--- config.mk ---
export PLATFORM = sky130hd
export DESIGN_NAME = pwmdc_top
export DESIGN_NICKNAME = d
export VERILOG_FILES = /design/src/pwmdc_pkg.sv /design/src/pwmdc_bus_if.sv /design/src/pwmdc_ahb_slave.sv /design/src/pwmdc_compare.sv /design/src/pwmdc_top.sv
export SDC_FILE = /design/constraint.sdc
export NUM_CORES = 1
export LEC_CHECK = 0
export BUFFER_PORTS_ARGS = -buffer_cell sky130_fd_sc_hd__buf_4
export CORE_AREA = 2 2 145 147
export CTS_CLUSTER_DIAMETER = 50
export CTS_CLUSTER_SIZE = 10
export DETAILED_ROUTE_END_ITERATION = 7
export DIE_AREA = 0 0 147 149
export GPL_TIMING_DRIVEN = 1
export PLACE_DENSITY_LB_ADDON = 0.15
export RECOVER_POWER = 25
export SLEW_MARGIN = 40
export SYNTH_ARGS = -nofsm -noshare
export SYNTH_HDL_FRONTEND = slang
export SYNTH_SLANG_ARGS = --single-unit
--- constraint.sdc ---
create_clock -name clk -period 8.25 [get_ports clk]
set_input_delay 0.4125 -clock clk [delete_from_list [all_inputs] [get_ports clk]]
set_output_delay 0.4125 -clock clk [all_outputs]
set_load 0.02 [all_outputs]
--- src/pwmdc_pkg.sv ---
/*
 package of the pwm duty compare block: register map, field layout,
 reset values and widths.
 assumes a 32-bit ahb-lite slave, one word per register.
*/
package pwmdc_pkg;
    localparam int CHANNELS     = 3;
    localparam int OUTPUTS      = 6;
    localparam int DUTY_W       = 14;
    localparam int COUNT_W      = 12;
    localparam int ADDR_W       = 8;
    // duty byte pairs: output k = 2*channel + side (0 high side, 1 low side)
    localparam logic [ADDR_W-1:0] DUTY_BASE  = 8'h00;
    localparam logic [ADDR_W-1:0] DUTY_HI    = 8'h00;
    localparam logic [ADDR_W-1:0] DUTY_LO    = 8'h04;
    localparam logic [ADDR_W-1:0] DUTY_STEP  = 8'h08;
    localparam logic [ADDR_W-1:0] STATUS_OFF = 8'h30;
    localparam logic [ADDR_W-1:0] OPTION_OFF = 8'h34;
    localparam int   SIGN_BIT   = 7;
    localparam logic [7:0] HI_MASK = 8'h9F;
    localparam logic [7:0] BYTE_RST = 8'h00;
    localparam logic [1:0] HTRANS_NONSEQ = 2'h2;
    localparam logic [2:0] HSIZE_WORD = 3'h2;
    typedef logic [DUTY_W-1:0] pwmdc_duty_t;
endpackage

--- src/pwmdc_bus_if.sv ---
/*
 interface carrying register accesses from the bus slave to the core.
 assumes one clock domain.
*/
`timescale 1ns/1ps
interface pwmdc_bus_if;
    logic        wrEn;
    logic [7:0]  addr;
    logic [31:0] wdata;
    logic [31:0] rdata;
    modport slave (output wrEn, output addr, output wdata, input rdata);
    modport core (input wrEn, input addr, input wdata, output rdata);
endinterface

--- src/pwmdc_ahb_slave.sv ---
/*
 ahb-lite slave: captures the address phase, writes in the data phase,
 registers read data. zero wait states, always okay.
 assumes single word transfers.
*/
`timescale 1ns/1ps
module pwmdc_ahb_slave
    import pwmdc_pkg::*;
(
    // clock
    input  wire logic        clk,
    input  wire logic        sys_rst,
    input  wire logic        clkEn,
    // ahb
    input  wire logic        hsel,
    input  wire logic [31:0] haddr,
    input  wire logic [1:0]  htrans,
    input  wire logic        hwrite,
    input  wire logic [2:0]  hsize,
    input  wire logic [31:0] hwdata,
    input  wire logic        hready,
    output logic      [31:0] hrdata,
    // core side
    pwmdc_bus_if.slave       bus
);
    logic       pendWr;
    logic [7:0] pendAddr;
    logic       take;

    assign take = hsel && hready && htrans == HTRANS_NONSEQ;

    always_ff @(posedge clk) begin
        if (sys_rst) begin
            pendWr   <= 1'b0;
            pendAddr <= 8'h00;
        end else if (clkEn) begin
            pendWr   <= take && hwrite && hsize == HSIZE_WORD;
            if (take)
                pendAddr <= haddr[7:0];
        end
    end

    always_ff @(posedge clk) begin
        if (sys_rst)
            hrdata <= 32'h0000_0000;
        else if (clkEn && take && !hwrite)
            hrdata <= bus.rdata;
    end

    assign bus.wrEn  = pendWr && clkEn;
    assign bus.addr  = take && !hwrite ? haddr[7:0] : pendAddr;
    assign bus.wdata = hwdata;
endmodule // pwmdc_ahb_slave

--- src/pwmdc_compare.sv ---
/*
 one output comparator: signed duty against the running count.
 assumes count and reload are from the period counter outside.
*/
`timescale 1ns/1ps
module pwmdc_compare
    import pwmdc_pkg::*;
(
    // values
    input  wire pwmdc_pkg::pwmdc_duty_t     duty,
    input  wire logic [COUNT_W-1:0]         count,
    input  wire logic [COUNT_W-1:0]         reload,
    // result
    output logic                            onState
);
    logic [DUTY_W-2:0] mag;
    assign mag = duty[DUTY_W-2:0];
    always_comb begin
        if (duty[DUTY_W-1])
            onState = 1'b0;
        else if (mag > {1'b0, reload})
            onState = 1'b1;
        else
            onState = {1'b0, count} < mag;
    end
endmodule // pwmdc_compare

--- src/pwmdc_top.sv ---
/*
 pwm duty cycle compare path: three channels, high and low side duty
 holding registers, transfer at reload, compare and off-state outputs.
 assumes external period counter supplies count, reload value and the
 reload event; option bits come from nonvolatile strap inputs.
*/
`timescale 1ns/1ps
// Contract
// - compare 14-bit signed duty with count
// - reads return holding registers
// - new duty takes effect at reload
// - enables and off-state from option bits
// - software cannot change option values
// - three channels, high/low sides, byte halves
// - negative duty forces output off
// - duty above reload forces output on
// - high byte bits 5,6 zero
module pwmdc_top
    import pwmdc_pkg::*;
#(
    parameter int NUM_CH = CHANNELS
)(
    // clock
    input  wire logic                clk,
    input  wire logic                sys_rst,
    input  wire logic                clkEn,
    // ahb-lite
    input  wire logic                hsel,
    input  wire logic [31:0]         haddr,
    input  wire logic [1:0]          htrans,
    input  wire logic                hwrite,
    input  wire logic [2:0]          hsize,
    input  wire logic [31:0]         hwdata,
    input  wire logic                hready,
    output logic      [31:0]         hrdata,
    output logic                     hreadyout,
    output logic                     hresp,
    // period counter
    input  wire logic [COUNT_W-1:0]  pwmCount,
    input  wire logic [COUNT_W-1:0]  reloadValue,
    input  wire logic                reloadEvent,
    // option bits
    input  wire logic [5:0]          optChanEn,
    input  wire logic [5:0]          optOffState,
    // outputs
    output logic      [5:0]          pwmOut
);
    ////////////////////////////////////////////////////////////////////
    // elaboration checks
    initial begin
        if (NUM_CH != CHANNELS)
            $error("NUM_CH must be 3");
        if (OUTPUTS != 2 * NUM_CH)
            $error("OUTPUTS must be two per channel");
        if (DUTY_W != 14)
            $error("DUTY_W must be 14");
        if (COUNT_W >= DUTY_W - 1)
            $error("COUNT_W must stay below the duty magnitude");
        if (SIGN_BIT != 7)
            $error("SIGN_BIT must be the top bit of the high byte");
        if (HI_MASK != 8'h9F)
            $error("HI_MASK must clear the two reserved bits");
        if (DUTY_LO >= DUTY_STEP)
            $error("DUTY_LO must lie inside one duty pair");
        if (STATUS_OFF < DUTY_STEP * OUTPUTS)
            $error("STATUS_OFF overlaps the duty pairs");
        if (OPTION_OFF == STATUS_OFF)
            $error("OPTION_OFF must differ from STATUS_OFF");
    end

    ////////////////////////////////////////////////////////////////////
    // helpers

    // address of one byte of one duty pair
    function automatic logic isDuty(input logic [7:0] a,
                                    input int k,
                                    input logic [7:0] fld);
        isDuty = a == 8'(DUTY_BASE + DUTY_STEP * k + fld);
    endfunction

    // sign, five magnitude bits, low byte
    function automatic pwmdc_duty_t joinDuty(input logic [7:0] hi,
                                             input logic [7:0] lo);
        joinDuty = {hi[SIGN_BIT], hi[4:0], lo};
    endfunction

    // enabled and on: inverse of the off level
    function automatic logic outLevel(input logic en,
                                      input logic on,
                                      input logic off);
        outLevel = en && on ? !off : off;
    endfunction

    // one byte register on the word bus
    function automatic logic [31:0] byteWord(input logic [7:0] v);
        byteWord = {24'h000000, v};
    endfunction

    ////////////////////////////////////////////////////////////////////
    // bus
    pwmdc_bus_if bus ();
    pwmdc_ahb_slave u_slave (
        .clk     (clk),
        .sys_rst (sys_rst),
        .clkEn   (clkEn),
        .hsel    (hsel),
        .haddr   (haddr),
        .htrans  (htrans),
        .hwrite  (hwrite),
        .hsize   (hsize),
        .hwdata  (hwdata),
        .hready  (hready),
        .hrdata  (hrdata),
        .bus     (bus.slave)
    );

    // zero wait states once out of reset
    always_ff @(posedge clk) begin
        if (sys_rst)
            hreadyout <= 1'b0;
        else if (clkEn)
            hreadyout <= 1'b1;
    end

    // response is always okay
    always_ff @(posedge clk) begin
        if (sys_rst)
            hresp <= 1'b0;
        else if (clkEn)
            hresp <= 1'b0;
    end

    ////////////////////////////////////////////////////////////////////
    // option bits latched once after reset
    logic [5:0] chanEn;
    logic [5:0] offState;
    logic       optLoaded;
    logic       optTake;

    assign optTake = clkEn && !optLoaded;

    always_ff @(posedge clk) begin
        if (sys_rst)
            optLoaded <= 1'b0;
        else if (optTake)
            optLoaded <= 1'b1;
    end

    // no bus path reaches these
    always_ff @(posedge clk) begin
        if (sys_rst)
            chanEn <= 6'h00;
        else if (optTake)
            chanEn <= optChanEn;
    end

    always_ff @(posedge clk) begin
        if (sys_rst)
            offState <= 6'h00;
        else if (optTake)
            offState <= optOffState;
    end

    ////////////////////////////////////////////////////////////////////
    // address decode
    logic [OUTPUTS-1:0] hiHit;
    logic [OUTPUTS-1:0] loHit;
    logic               statusHit;
    logic               optionHit;
    logic               reloadTake;

    always_comb begin
        for (int i = 0; i < OUTPUTS; i++) begin
            hiHit[i] = isDuty(bus.addr, i, DUTY_HI);
            loHit[i] = isDuty(bus.addr, i, DUTY_LO);
        end
    end

    assign statusHit  = bus.addr == STATUS_OFF;
    assign optionHit  = bus.addr == OPTION_OFF;
    assign reloadTake = clkEn && reloadEvent;

    ////////////////////////////////////////////////////////////////////
    // holding, active and output per side
    logic [7:0]   dutyHi  [OUTPUTS];
    logic [7:0]   dutyLo  [OUTPUTS];
    pwmdc_duty_t  active  [OUTPUTS];
    logic [5:0]   onState;
    logic [5:0]   next_pwmOut;

    genvar k;
    generate
        for (k = 0; k < OUTPUTS; k++) begin : g_out
            // holding high byte, reserved bits forced low
            always_ff @(posedge clk) begin
                if (sys_rst)
                    dutyHi[k] <= BYTE_RST;
                else if (bus.wrEn && hiHit[k])
                    dutyHi[k] <= bus.wdata[7:0] & HI_MASK;
            end

            // holding low byte
            always_ff @(posedge clk) begin
                if (sys_rst)
                    dutyLo[k] <= BYTE_RST;
                else if (bus.wrEn && loHit[k])
                    dutyLo[k] <= bus.wdata[7:0];
            end

            // comparator value, moved only at reload
            always_ff @(posedge clk) begin
                if (sys_rst)
                    active[k] <= '0;
                else if (reloadTake)
                    active[k] <= joinDuty(dutyHi[k], dutyLo[k]);
            end

            pwmdc_compare u_cmp (
                .duty    (active[k]),
                .count   (pwmCount),
                .reload  (reloadValue),
                .onState (onState[k])
            );

            assign next_pwmOut[k] = outLevel(chanEn[k], onState[k],
                                             offState[k]);

            always_ff @(posedge clk) begin
                if (sys_rst)
                    pwmOut[k] <= 1'b0;
                else if (clkEn)
                    pwmOut[k] <= next_pwmOut[k];
            end
        end
    endgenerate

    ////////////////////////////////////////////////////////////////////
    // read mux
    logic [31:0] statusWord;
    logic [31:0] optionWord;

    assign statusWord = {26'h0000000, pwmOut};
    assign optionWord = {18'h00000, offState, 2'h0, chanEn};

    always_comb begin
        bus.rdata = 32'h0000_0000;
        for (int i = 0; i < OUTPUTS; i++) begin
            if (hiHit[i])
                bus.rdata = byteWord(dutyHi[i]);
            if (loHit[i])
                bus.rdata = byteWord(dutyLo[i]);
        end
        if (statusHit)
            bus.rdata = statusWord;
        if (optionHit)
            bus.rdata = optionWord;
    end
endmodule // pwmdc_top

==> results.yml <==
sta:
  rsz0062_at_grt: "no"
  hold_viol: 0
  period_needed_ns: 4.049
  worstMarginPinSlew_ns: 2.615
  period_share_pct: 49.07
  hold_ws_ns: 0.1448
  max_clock_freq_mhz: 247.0
  skew_ns: 0.01682
  finalSetupViolCount: 0
  finalSetupTns_ns: 0
  finalMaxSlewViolations: 129
  slew_headroom_pct: -74.32
synthesis:
  ys_async_sr_fraction_pct: 0
  syn_avg_cell_area_sq_um: 10.46
  ys_seq_area_share_pct: 46.30
  ys_ff_latch: 211
  syn_area_sq_mm: 0.01276
  synth_edf_count: 168
  synth_ff_type: "edfxtp_1"
  ys_types: 78
  yosys_warnings: 0
  syn_inst: 1220
hold_path:
  hold_path_class: "in -> reg"
  min_to: "chanEn[0]$_SDFFE_PP0P_"
  min-delay-start: "optChanEn[0]"
  min_path_cells: 3
final_layout:
  layout-drive-gt1-share_pct: 12.24
  area_growth_pct: 12.57
  nets: 1537
  sequential_cell_area_sq_mm: 0.005906
  final_area_sq_mm: 0.01436
  n_fill_cell: 1564
  antenna_cells: 0
  multi_input_area_sq_mm: 0.006266
setup_path:
  r2r_slack_ns: 5.34
  cp-start-kind: "input pin"
  timing_worst_setup_path_type: "in -> reg"
  reg2reg_from: "active[5][4]$_SDFFCE_PN0P_"
  cp_max_fo: 45
  reg2regPathDepth: 10
  critPathCaptureType: "flop"
  path_cells: "clkbuf_1 -> inv_1 -> nand2_4 -> buf_4 -> buf_12"
  cp_slowest_stage_delay_ns: 1.49
  cpMaxStageDelayCell: "clkbuf_1"
  cp.arrival_ns: 4.24
  startpoint: "sys_rst"
  r2r-end: "pwmOut[5]$_SDFFE_PP0P_"
  required_ns: 8.44
drt:
  highest_layer: "met4"
  routed_wl_mm: 34.43
  wl_met3_mm: 2.683
  dr.pass1.iters: 6
  met1Wirelength_mm: 14.98
  drcViolationCount: 0
  drtAntennaViolNets: 0
  routedWlPerCell_microns: 21.88
  wl_met2_mm: 15.36
  drtIter0Drc: 866
  vias: 9673
  vias_per_cell: 6.145
pwr:
  powerDensity_mw_per_mm2: 181.3
  power_leakage_nw: 6.017
  max-vdd-ir-drop_v: 0.0001438
grt:
  grtUsageTotal_pct: 31.93
  antenna_found_initial: 0
  grt_max_degree: 84
  grt-ovfl-total: 0
  grt_pass1_vias: 9257
  grt_pass1_wl_mm: 52.99
cts:
  ctsResizeCount: 0
  cts_tree: "yes"
  cts_made_buffers: 26
  cts_post_setup_buffers_inserted: 0
  clockBufferDepth: 3
  h-tree-depth: 1
  root_buffer: "clkbuf_16"
  clock_latency_ns: 0.52
  cts_sinks: 211
  clk_pin_slew_ns: 0.06
  hold_buffers: 0
die:
  rows: 53
  coreArea_sq_mm: 0.02056
  dieArea_sq_mm: 0.02190
  fp.dieW_microns: 147
  io_pins: 152
  start_util_pct: 62.05
  die_h_microns: 149
status:
  violations: "capacitance limit, slew limit"
  status: "finished, violations left"
placement:
  place_area_sq_mm: 0.01352
  gp_congestion: 0.9237
  io_buffers: 84
  post-dp-hpwl_mm: 25.56
flow_run:
  cap_violations: 2
[placed cells by master (no fill, tap or decap), types with 11 or more instances in the layout]
| master | count |
|---|---|
| edfxtp_1 | 168 |
| ha_1 | 138 |
| inv_1 | 95 |
| buf_4 | 88 |
| and2_1 | 77 |
| nand2_1 | 74 |
| and2_0 | 61 |
| nor2_1 | 56 |
| a21oi_1 | 52 |
| o21ai_0 | 46 |
| dfxtp_1 | 43 |
| and3_1 | 33 |
| clkbuf_16 | 27 |
| nor2b_1 | 19 |
| conb_1 | 19 |
| nand3_1 | 18 |
| nor3_1 | 17 |
| a21o_1 | 17 |
| mux2i_1 | 15 |
| a211oi_1 | 15 |
| o21a_1 | 15 |
| clkbuf_1 | 13 |
| o211ai_1 | 12 |
| nand4_1 | 12 |
| a22oi_1 | 11 |
[routing by layer]
layer	vias to the layer above	GRT usage (%)
met5	-	0
met4	0	12.26
met3	82	3.823
met2	417	50.12
met1	4604	45.97
li1	4570	-
[final cells by class]
cell class	instances	share of cell area (%)
inverters	95	2.483
clock buffers	37	5.036
clock inverters	3	0.4792
flip-flops and latches	211	41.13
repair buffers	93	4.844
well taps	275	2.396
multi-input cells	860	43.64
[state kept, by name, summed over array words and instances, names as in the netlist]
register and cells:
u_slave.hrdata 14, pwmOut 6, optLoaded 1, hreadyout 1, active 84, u_slave.pendAddr 8
dutyLo 48, dutyHi 36, chanEn 6, offState 6, u_slave.pendWr 1
[critical path, delay by kind of cell]
kind	cells	cell delay, ns
simple gates	1	0.56
buf+inv	4	3.20
[synthesized netlist by cell type (all sizes together), types with 3 or more instances]
cell | count | area, sq um
nand2 | 76 | 287.8
nor2b | 19 | 118.9
and4 | 3 | 26.28
o221ai | 7 | 61.31
and3 | 33 | 206.5
nand4 | 12 | 75.07
a22oi | 11 | 82.58
a31oi | 9 | 62.56
a21o | 17 | 127.6
a211o | 5 | 43.79
a311oi | 5 | 43.79
inv | 95 | 356.6
ha | 138 | 1727
nor2 | 60 | 225.2
and2 | 138 | 863.3
clkbuf | 43 | 161.4
o31ai | 11 | 106.4
nor4 | 9 | 62.56
nand3 | 18 | 90.09
a41oi | 3 | 26.28
a32oi | 3 | 26.28
nor3 | 19 | 105.1
o211ai | 12 | 90.09
a2111oi | 4 | 35.03
o21ai | 53 | 269.0
edfxtp | 168 | 5045
o21a | 15 | 112.6
nand2b | 10 | 62.56
or3 | 4 | 25.02
a22o | 3 | 26.28
o31a | 4 | 35.03
dfxtp | 43 | 860.8
mux2 | 3 | 33.78
o2111ai | 8 | 70.07
mux2i | 17 | 173.9
a211oi | 15 | 112.6
nand4b | 4 | 50.05
a221oi | 7 | 61.31
a21oi | 52 | 260.3
or2 | 4 | 25.03
o41ai | 5 | 66.32
buf | 29 | 217.7
[logic make-up after synthesis]
family	share of synthesized area (%)
DFF	46.30
buffers and inverters	5.767
other	0.02940
muxes	1.628
xor gates and xnor gates	0.2747
adders and majority gates	13.54
AOI/OAI and AO/OA	14.17
and+or+nand+nor	18.29
[power by group]
group	switching (mW)	leakage [nW]	internal, mW
clock network	0.400	0.383	0.661
logic	0.188	3.52	0.122
registers	0.0362	2.11	1.20
total	0.625	6.02	1.98
[how the worst max path moves through the flow]
stage / slack (ns) / endpoint / cells after the start
finish: 4.20 / active[1][5]$_SDFFCE_PN0P_ / 5
global route: 3.88 / active[0][2]$_SDFFCE_PN0P_ / 5
CTS: 5.28 / u_slave.hrdata[1]$_SDFFE_PP0P_ / 8
detailed placement: 4.75 / u_slave.hrdata[1]$_SDFFE_PP0P_ / 8
global placement: 4.35 / dutyLo[1][3]$_SDFFCE_PN0P_ / 6
floorplan: 4.84 / active[0][0]$_SDFFCE_PN0P_ / 5
[through the flow]
stage / utilization (%) / total power [mW] / instances / setup WS (ns)
6_report: 69.85 / 2.604 / 1574 / 4.201
5_1_grt: 69.85 / 2.697 / 1574 / 3.881
4_1_cts: 69.63 / 2.603 / 1573 / 5.277
3_5_place_dp: 65.78 / 1.556 / 1533 / 4.750
3_3_place_gp: 65.65 / 1.545 / 1533 / 4.348
2_1_floorplan: - / 1.440 / 1238 / 4.841
(Power assumes the default switching activity.)
